### src/logic/wdg_pkg.sv
// constants, register map and state record of the windowed watchdog
// assumes a 40 MHz core clock and a word-wide AHB-Lite slave port
//
// Overview of operation
// - period code picks 2^18..2^24 gear or 2^11..2^17 slow-clock cycles
// - action bit 0 raises interrupt request, 1 raises reset request
// - window, period and action fields ignore writes while enabled
// - the write that sets enable from 0 also loads the fields
// - setup register reads bit 7 as one and bit 6 as zero
// - code 0x4E zeroes the counter, counting goes on; unknown codes ignored
// - code 0xB1 stops and zeroes the counter only when enable is 0
// - code port is write-only, resets to zero; no read-modify-write
// - count monitor returns the live counter, zero after reset
// - overflow interrupt sets the overflow cause flag
// - clear outside the window sets the window violation flag
// - operating flag reads one while running, zero while stopped
// - any status read clears both cause flags
// - status bits 7 to 3 always read their reset values
// - enable starts counting, stop zeroes counter, restart needs no code
// - early clear with nonzero window raises interrupt, counter not cleared
// - clear and overflow together: clear wins, no overflow event
// - counter holds during stop, idle and sleep, then resumes
package wdg_pkg;

  // ==========================================================
  // register indices; byte address is four times the index
  localparam logic [15:0] IDX_SETUP  = 16'h0FD4;
  localparam logic [15:0] IDX_CODE   = 16'h0FD5;
  localparam logic [15:0] IDX_COUNT  = 16'h0FD6;
  localparam logic [15:0] IDX_STATE  = 16'h0FD7;

  // ==========================================================
  // setup field positions and reset values
  localparam int          SETUP_EN_BIT   = 5;
  localparam int          SETUP_WIN_LSB  = 3;
  localparam int          SETUP_PER_LSB  = 1;
  localparam int          SETUP_ACT_BIT  = 0;
  localparam logic        RST_EN         = 1'b1;
  localparam logic [1:0]  RST_WIN        = 2'b00;
  localparam logic [1:0]  RST_PER        = 2'b11;
  localparam logic        RST_ACT        = 1'b0;
  localparam logic [1:0]  SETUP_FIXED_HI = 2'b10;
  localparam logic [4:0]  STATE_FIXED_HI = 5'b00001;
  localparam logic [7:0]  RST_CODE       = 8'h00;

  // ==========================================================
  // control codes
  localparam logic [7:0]  CODE_CLEAR     = 8'h4E;
  localparam logic [7:0]  CODE_DISABLE   = 8'hB1;

  // ==========================================================
  // counting: period exponent of code 00, and the counter width
  localparam int          GEAR_EXP0      = 18;
  localparam int          SLOW_EXP0      = 11;
  localparam int          CNT_BITS       = 8;
  localparam logic [4:0]  GEAR_SHIFT0    = 5'(GEAR_EXP0 - CNT_BITS);
  localparam logic [4:0]  SLOW_SHIFT0    = 5'(SLOW_EXP0 - CNT_BITS);
  localparam int          PRE_BITS       = 16;

  typedef enum logic [1:0] {
    WDG_STOPPED = 2'b01,
    WDG_RUNNING = 2'b10
  } wdg_mode_t;

  typedef struct packed {
    wdg_mode_t              mode;
    logic                   en;
    logic [1:0]             win;
    logic [1:0]             per;
    logic                   act;
    logic [CNT_BITS-1:0]    cnt;
    logic [PRE_BITS-1:0]    pre;
    logic                   ovf_flag;
    logic                   win_flag;
    logic                   nmi;
    logic                   rst_req;
    logic [7:0]             code;
    logic                   ph_wr;
    logic [1:0]             ph_sel;
    logic [7:0]             rdata;
    logic [2:0]             sync;
    logic                   lf_lvl;
  } wdg_state_t;

endpackage

### src/logic/wdg_top.sv
// windowed watchdog: setup, control codes, counter, status flags
// assumes a single AHB-Lite master, gear tick and hold from core logic,
// and the slow clock arriving as an unsynchronised pin
`timescale 1ns/1ps
`default_nettype none
module wdg_top (
  input  wire logic        CORE_CLK_IN,
  input  wire logic        SYS_RST_IN,
  input  wire logic        AHB_HSEL_IN,
  input  wire logic [31:0] AHB_HADDR_IN,
  input  wire logic [1:0]  AHB_HTRANS_IN,
  input  wire logic        AHB_HWRITE_IN,
  input  wire logic [2:0]  AHB_HSIZE_IN,
  input  wire logic [31:0] AHB_HWDATA_IN,
  input  wire logic        AHB_HREADY_IN,
  output logic      [31:0] AHB_HRDATA_OUT,
  output logic             AHB_HREADYOUT_OUT,
  output logic             AHB_HRESP_OUT,
  input  wire logic        GEAR_TICK_IN,
  input  wire logic        LOW_FREQ_CLOCK_IN,
  input  wire logic        SLOW_SOURCE_SEL_IN,
  input  wire logic        LOW_POWER_HOLD_IN,
  output logic             WDG_NMI_REQ_OUT,
  output logic             WDG_RESET_REQ_OUT,
  output logic             WDG_RUNNING_OUT
);

  wdg_pkg::wdg_state_t st_reg;
  wdg_pkg::wdg_state_t st_next;

  // ==========================================================
  // bus decode
  logic        acc;
  logic        hit;
  logic [1:0]  sel;
  logic        rd_state;
  logic [13:0] base_w;
  logic [7:0]  wd;

  assign acc = AHB_HSEL_IN & AHB_HREADY_IN & AHB_HTRANS_IN[1];
  // the four indices share all but the two low bits
  assign base_w = wdg_pkg::IDX_SETUP[15:2];
  assign hit = (AHB_HADDR_IN[31:18] == 14'h0000) &&
               (AHB_HADDR_IN[17:4] == base_w) &&
               (AHB_HADDR_IN[1:0] == 2'b00);
  assign sel = AHB_HADDR_IN[3:2];
  assign rd_state = acc & hit & ~AHB_HWRITE_IN &
                    (sel == wdg_pkg::IDX_STATE[1:0]);
  assign wd = AHB_HWDATA_IN[7:0];

  // ==========================================================
  // counting source and prescaler
  logic        lf_rise;
  logic        src_tick;
  logic [4:0]  shift;
  logic [15:0] mask;
  logic        step;
  logic        running;

  assign lf_rise = (st_reg.sync[1] == st_reg.sync[2]) &&
                   st_reg.sync[2] && !st_reg.lf_lvl;
  assign src_tick = SLOW_SOURCE_SEL_IN ? lf_rise : GEAR_TICK_IN;
  assign shift = (SLOW_SOURCE_SEL_IN ? wdg_pkg::SLOW_SHIFT0
                                     : wdg_pkg::GEAR_SHIFT0)
                 + {2'b00, st_reg.per, 1'b0};
  assign mask = 16'((32'h0000_0001 << shift) - 32'h0000_0001);
  assign running = (st_reg.mode == wdg_pkg::WDG_RUNNING);
  assign step = running & ~LOW_POWER_HOLD_IN & src_tick &
                ((st_reg.pre & mask) == mask);

  // ==========================================================
  // data-phase writes of setup and control codes
  logic wr;
  logic wr_setup;
  logic wr_code;
  logic clr_try;
  logic clr_early;
  logic clr_ok;
  logic stop;
  logic ovf;

  assign wr = st_reg.ph_wr;
  assign wr_setup = wr && (st_reg.ph_sel == wdg_pkg::IDX_SETUP[1:0]);
  assign wr_code = wr && (st_reg.ph_sel == wdg_pkg::IDX_CODE[1:0]);
  assign clr_try = wr_code && (wd == wdg_pkg::CODE_CLEAR) && running;
  // window codes are quarters of the 256-step period
  assign clr_early = (st_reg.win != 2'b00) &&
                     (st_reg.cnt < {st_reg.win, 6'h00});
  assign clr_ok = clr_try & ~clr_early;
  assign stop = wr_code && (wd == wdg_pkg::CODE_DISABLE) &&
                !st_reg.en;
  // a clear or a stop in the same cycle swallows the overflow
  assign ovf = step && (st_reg.cnt == 8'hFF) && !clr_ok && !stop;

  // ==========================================================
  // next state
  always_comb begin
    st_next = st_reg;
    st_next.nmi = 1'b0;
    st_next.rst_req = 1'b0;

    // slow clock pin: three flops, a change counts when 2nd and 3rd agree
    st_next.sync = {st_reg.sync[1:0], LOW_FREQ_CLOCK_IN};
    if (st_reg.sync[1] == st_reg.sync[2]) begin
      st_next.lf_lvl = st_reg.sync[2];
    end

    if (running && !LOW_POWER_HOLD_IN && src_tick) begin
      st_next.pre = st_reg.pre + 16'h0001;
    end
    if (step) begin
      st_next.cnt = st_reg.cnt + 8'h01;
    end

    if (wr_setup) begin
      st_next.en = wd[wdg_pkg::SETUP_EN_BIT];
      if (!st_reg.en) begin
        // fields load only while unlocked, which covers the enabling write
        st_next.win = wd[wdg_pkg::SETUP_WIN_LSB +: 2];
        st_next.per = wd[wdg_pkg::SETUP_PER_LSB +: 2];
        st_next.act = wd[wdg_pkg::SETUP_ACT_BIT];
        if (wd[wdg_pkg::SETUP_EN_BIT]) begin
          st_next.mode = wdg_pkg::WDG_RUNNING;
        end
      end // else fields stay put
    end

    if (wr_code) begin
      st_next.code = wd;
    end
    if (clr_ok) begin
      st_next.cnt = 8'h00;
      st_next.pre = 16'h0000;
    end
    if (stop) begin
      st_next.mode = wdg_pkg::WDG_STOPPED;
      st_next.cnt = 8'h00;
      st_next.pre = 16'h0000;
    end

    // overflow wraps the counter and keeps counting for either action
    if (ovf && st_reg.act) begin
      st_next.rst_req = 1'b1;
    end
    if (ovf && !st_reg.act) begin
      st_next.nmi = 1'b1;
    end
    if (clr_try && clr_early) begin
      st_next.nmi = 1'b1;
    end

    // a set arriving with the read that clears still wins
    st_next.ovf_flag = (st_reg.ovf_flag & ~rd_state) |
                       (ovf & ~st_reg.act);
    st_next.win_flag = (st_reg.win_flag & ~rd_state) |
                       (clr_try & clr_early);

    // address phase: latch write target, fetch read data now so that
    // hrdata comes straight from a flop in the data phase
    st_next.ph_wr = acc & hit & AHB_HWRITE_IN;
    st_next.ph_sel = sel;
    st_next.rdata = 8'h00;
    if (acc && hit && !AHB_HWRITE_IN) begin
      case (sel)
        wdg_pkg::IDX_SETUP[1:0]: begin
          st_next.rdata = {wdg_pkg::SETUP_FIXED_HI, st_reg.en,
                           st_reg.win, st_reg.per, st_reg.act};
        end
        wdg_pkg::IDX_CODE[1:0]: begin
          st_next.rdata = 8'h00;
        end
        wdg_pkg::IDX_COUNT[1:0]: begin
          st_next.rdata = st_reg.cnt;
        end
        wdg_pkg::IDX_STATE[1:0]: begin
          st_next.rdata = {wdg_pkg::STATE_FIXED_HI, st_reg.ovf_flag,
                           st_reg.win_flag, running};
        end
        default: begin
          st_next.rdata = 8'h00;
        end
      endcase
    end
  end

  // ==========================================================
  // state register
  always_ff @(posedge CORE_CLK_IN or posedge SYS_RST_IN) begin
    if (SYS_RST_IN) begin
      st_reg.mode     <= wdg_pkg::WDG_RUNNING;
      st_reg.en       <= wdg_pkg::RST_EN;
      st_reg.win      <= wdg_pkg::RST_WIN;
      st_reg.per      <= wdg_pkg::RST_PER;
      st_reg.act      <= wdg_pkg::RST_ACT;
      st_reg.cnt      <= 8'h00;
      st_reg.pre      <= 16'h0000;
      st_reg.ovf_flag <= 1'b0;
      st_reg.win_flag <= 1'b0;
      st_reg.nmi      <= 1'b0;
      st_reg.rst_req  <= 1'b0;
      st_reg.code     <= wdg_pkg::RST_CODE;
      st_reg.ph_wr    <= 1'b0;
      st_reg.ph_sel   <= 2'b00;
      st_reg.rdata    <= 8'h00;
      st_reg.sync     <= 3'b000;
      st_reg.lf_lvl   <= 1'b0;
    end else begin
      st_reg <= st_next;
    end
  end

  // ==========================================================
  // outputs
  assign AHB_HRDATA_OUT    = {24'h00_0000, st_reg.rdata};
  assign AHB_HREADYOUT_OUT = 1'b1;
  assign AHB_HRESP_OUT     = 1'b0;
  assign WDG_NMI_REQ_OUT   = st_reg.nmi;
  assign WDG_RESET_REQ_OUT = st_reg.rst_req;
  assign WDG_RUNNING_OUT   = running;

endmodule
`default_nettype wire

### config.mk
export PLATFORM = sky130hd
export DESIGN_NAME = wdg_top
export DESIGN_NICKNAME = d
export VERILOG_FILES = /design/src/logic/wdg_pkg.sv /design/src/logic/wdg_top.sv
export SDC_FILE = /design/constraint.sdc
export NUM_CORES = 1
export LEC_CHECK = 0
export BUFFER_PORTS_ARGS = -buffer_cell sky130_fd_sc_hd__buf_2
export CORE_UTILIZATION = 46
export CTS_BUF_LIST = sky130_fd_sc_hd__clkbuf_8 sky130_fd_sc_hd__clkbuf_16
export CTS_CLUSTER_SIZE = 16
export DETAILED_ROUTE_END_ITERATION = 16
export HOLD_SLACK_MARGIN = 0.02
export PLACE_DENSITY_LB_ADDON = 0.1
export SLEW_MARGIN = 10
export SYNTH_ARGS = -nofsm -noshare
export SYNTH_HDL_FRONTEND = slang
export SYNTH_SLANG_ARGS = --single-unit
### constraint.sdc
create_clock -name CORE_CLK_IN -period 4.1 [get_ports CORE_CLK_IN]
set_clock_uncertainty 0.2 [all_clocks]
set_input_delay 0.615 -clock CORE_CLK_IN [delete_from_list [all_inputs] [get_ports CORE_CLK_IN]]
set_output_delay 0.615 -clock CORE_CLK_IN [all_outputs]
set_load 0.01 [all_outputs]
==> flow_metrics.tcl <==
set metrics [dict create \
    floorplan.rows 30 \
    critical_path_arrival_ns 3.83 \
    fin_crit_ns 3.787 \
    grtUsageTotal_pct 21.64 \
    path_cells "ha_1 -> nor3b_1 -> nand2_1 -> ha_1 -> buf_4 -> a21oi_1 -> a2111oi_0 -> or3_1 -> or4_1 -> or4_1 -> a21oi_1" \
    switching_share_pct 26.70 \
    dieWidth_um 86.97 \
    firstDrtPassIters 4 \
    drt-initial-drc-count 113 \
    die_height_um 86.97 \
    max-cap-violations 0 \
    final_layout_size_suffix_gt1_share_pct 24.29 \
    peakVddDrop_mv 0.1352 \
    placement.io_buffers 60 \
    postSynth.topFlopCell "dfrtp_1" \
    via_per_inst 5.492 \
    antenna_left 0 \
    cts_num_sinks 51 \
    hp-class "flip-flop to flip-flop" \
    critical_path.max_fanout 8 \
    route.detailed.drc 0 \
    cts_repair_resizes 0 \
    post_synth_most_frequent_cells "47 x dfrtp_1, 38 x nor2_1, 35 x buf_4" \
    internal_power_w 0.0006633 \
    finalSetupViolations 0 \
    timing.final.crit_share_pct 92.38 \
    async_reset_ff_share_pct 100.0 \
    max_freq_mhz 264.0 \
    finalWirelength_um 7895 \
    max_stage_delay_ns 0.55 \
    total_switching_power_w 0.0002416 \
    cts_hold_buf 0 \
    grt_start_max_net_pins 52 \
    synthesis_warning_total 0 \
    worst_setup_path_start_kind "flip-flop" \
    grt_antenna_before_repair 0 \
    yosys.area.top_type "dfrtp_1" \
    synth.ff_latch_count 51 \
    cellLeakagePower_nw 1.745 \
    grt-ovfl-total 0 \
    synthDominantCellAreaShare_pct 35.42 \
    final.setup.tns_ns 0 \
    critical_path_buf_inv_count 1 \
    finalInstanceArea_um2 3689 \
    comb_power_share_pct 8.6 \
    cp_data_required_time_ns 4.14 \
    synth_top_area_cells "dfrtp_1 35%, buf_4 7.9%, nor2_1 4.3%" \
    diodes 0 \
    worstSkewPairLatency_ns 0.32 \
    core-area_um2 6869 \
    final_report_hold_violation_count 0 \
    largest_reg_flops 38 \
    synthesis.area_um2 3321 \
    synthMostInstantiatedCell "dfrtp_1" \
    crit_end_element "flip-flop" \
    critical-path-slowest-cell "dfstp_2" \
    clk_transition_reported_paths_ns 0.10 \
    io_pins 115 \
    rsz0062_at_grt "no" \
    worst_margin_slew_ns 0.9610 \
    via_count 2834 \
    status "finished, final reports clean" \
    critical_path_class "flip-flop to flip-flop" \
    cp_top_family "simple AND/OR/NAND/NOR gates" \
    power.clock.fraction_pct 35.1 \
    cts_buffers 5 \
    cts_tree "built" \
    sequential_share_of_the_synthesized_area_pct 38.58 \
    max_slew_vio_count 0 \
    number_of_setup_buffers_added_after_cts 0 \
    cts-root-buf "clkbuf_8" \
    starting_density_of_the_core_pct 48.34 \
    headroom_to_the_max_slew_limit_pct 35.09 \
    gp_congestion 0.9308 \
    post-dp-hpwl_um 5886 \
    power_frac_seq_pct 56.3 \
    synth.distinct_cells 65 \
    layout.cells.non_filler 516 \
    mean_routed_wirelength_per_cell_um 15.30 \
    power_per_cell_area_nw_per_um2 245.3 \
    clockBufferDepth 2 \
    synthesis.area_per_instance_um2 9.073 \
    first_global_vias 2639 \
    syn2layout_area_growth_pct 11.08 \
    synth-edff-count 0 \
    wire_length_of_the_first_global_routing_pass_um 12540 \
    die-area_um2 7563 \
    num-nets-final 503 \
    post-place-cells 508 \
    synthesis.instances 366 \
    ctsHtreeMaxLevel 2 \
    hold_slack_ns 0.1627 \
    placed_cell_area_um2 3592 \
]
## metal layers
layer	up-vias	global-route usage, %	part of all wire (%)
met4	0	8.182	1.8
met1	1346	26.01	43
li1	1357	-	-
met2	118	38.22	49
met3	13	4.171	6.6
met5	-	0	0
## cells by family after synthesis
family                     synth area share, %
buffers and inverters                    11.04
and+or+nand+nor                          25.89
DFF                                      38.58
adders and majority gates                2.261
xor gates and xnor gates                 4.484
AOI/OAI and AO/OA                        13.68
other                                   0.2262
muxes                                    3.843
## power by group through the flow
stage / sequential [W] / combinational (W) / clock (W)
5_1_grt: 0.000511 / 0.0000864 / 0.000344
3_5_place_dp: 0.000520 / 0.0000777 / 0
2_1_floorplan: 0.000519 / 0.0000628 / 0
4_1_cts: 0.000510 / 0.0000779 / 0.000327
6_report: 0.000510 / 0.0000775 / 0.000318
3_3_place_gp: 0.000519 / 0.0000765 / 0
## area by class of cell
type | instances | area [µm²]
Clock buffer | 5 | 68.82
Inverter | 9 | 35.03
Sequential cell | 51 | 1281
Tap cell | 96 | 120.1
Fill cell | 680 | 3181
Multi-Input combinational cell | 280 | 1767
Clock inverter | 3 | 26.28
Timing Repair Buffer | 72 | 390.4
## worst paths after layout
check                      startpoint         end  slack [ns]  cells past startpoint
min in group asynchronous  SYS_RST_IN  st_next[2]        0.24                      2
max reg2reg                st_reg[52]  st_reg[48]        0.31                     11
min reg2reg                st_next[2]  st_next[3]        0.16                      0
min                        st_next[2]  st_next[3]        0.16                      0
max                        st_reg[52]  st_reg[48]        0.31                     11
max in group asynchronous  SYS_RST_IN  st_reg[13]        2.93                      2
## cell usage in the layout (no fill, tap or decap), drive strengths merged, types with 5 or more instances in the layout
cell type	count
a21oi	17
a31oi	5
and3	8
buf	72
clkbuf	5
conb	26
dfrtp	47
ha	6
inv	10
mux2	6
mux2i	6
nand2	29
nand2b	7
nand3	9
nand4	7
nor2	38
nor2b	5
nor3b	5
nor4	9
o21ai	13
xnor2	7
xor2	10
## stage by stage
stage | total power, W | worst slack [ns] | utilization [%]
6_report | 0.0009049 | 0.3125 | 53.70
3_3_place_gp | 0.0005958 | 0.4304 | 52.30
3_5_place_dp | 0.0005973 | 0.3674 | 52.30
5_1_grt | 0.0009411 | 0.08334 | 53.70
2_1_floorplan | 0.0005816 | 0.2849 | -
4_1_cts | 0.0009152 | 0.3322 | 53.68
No activity file was read; power rests on OpenSTA's default activity.
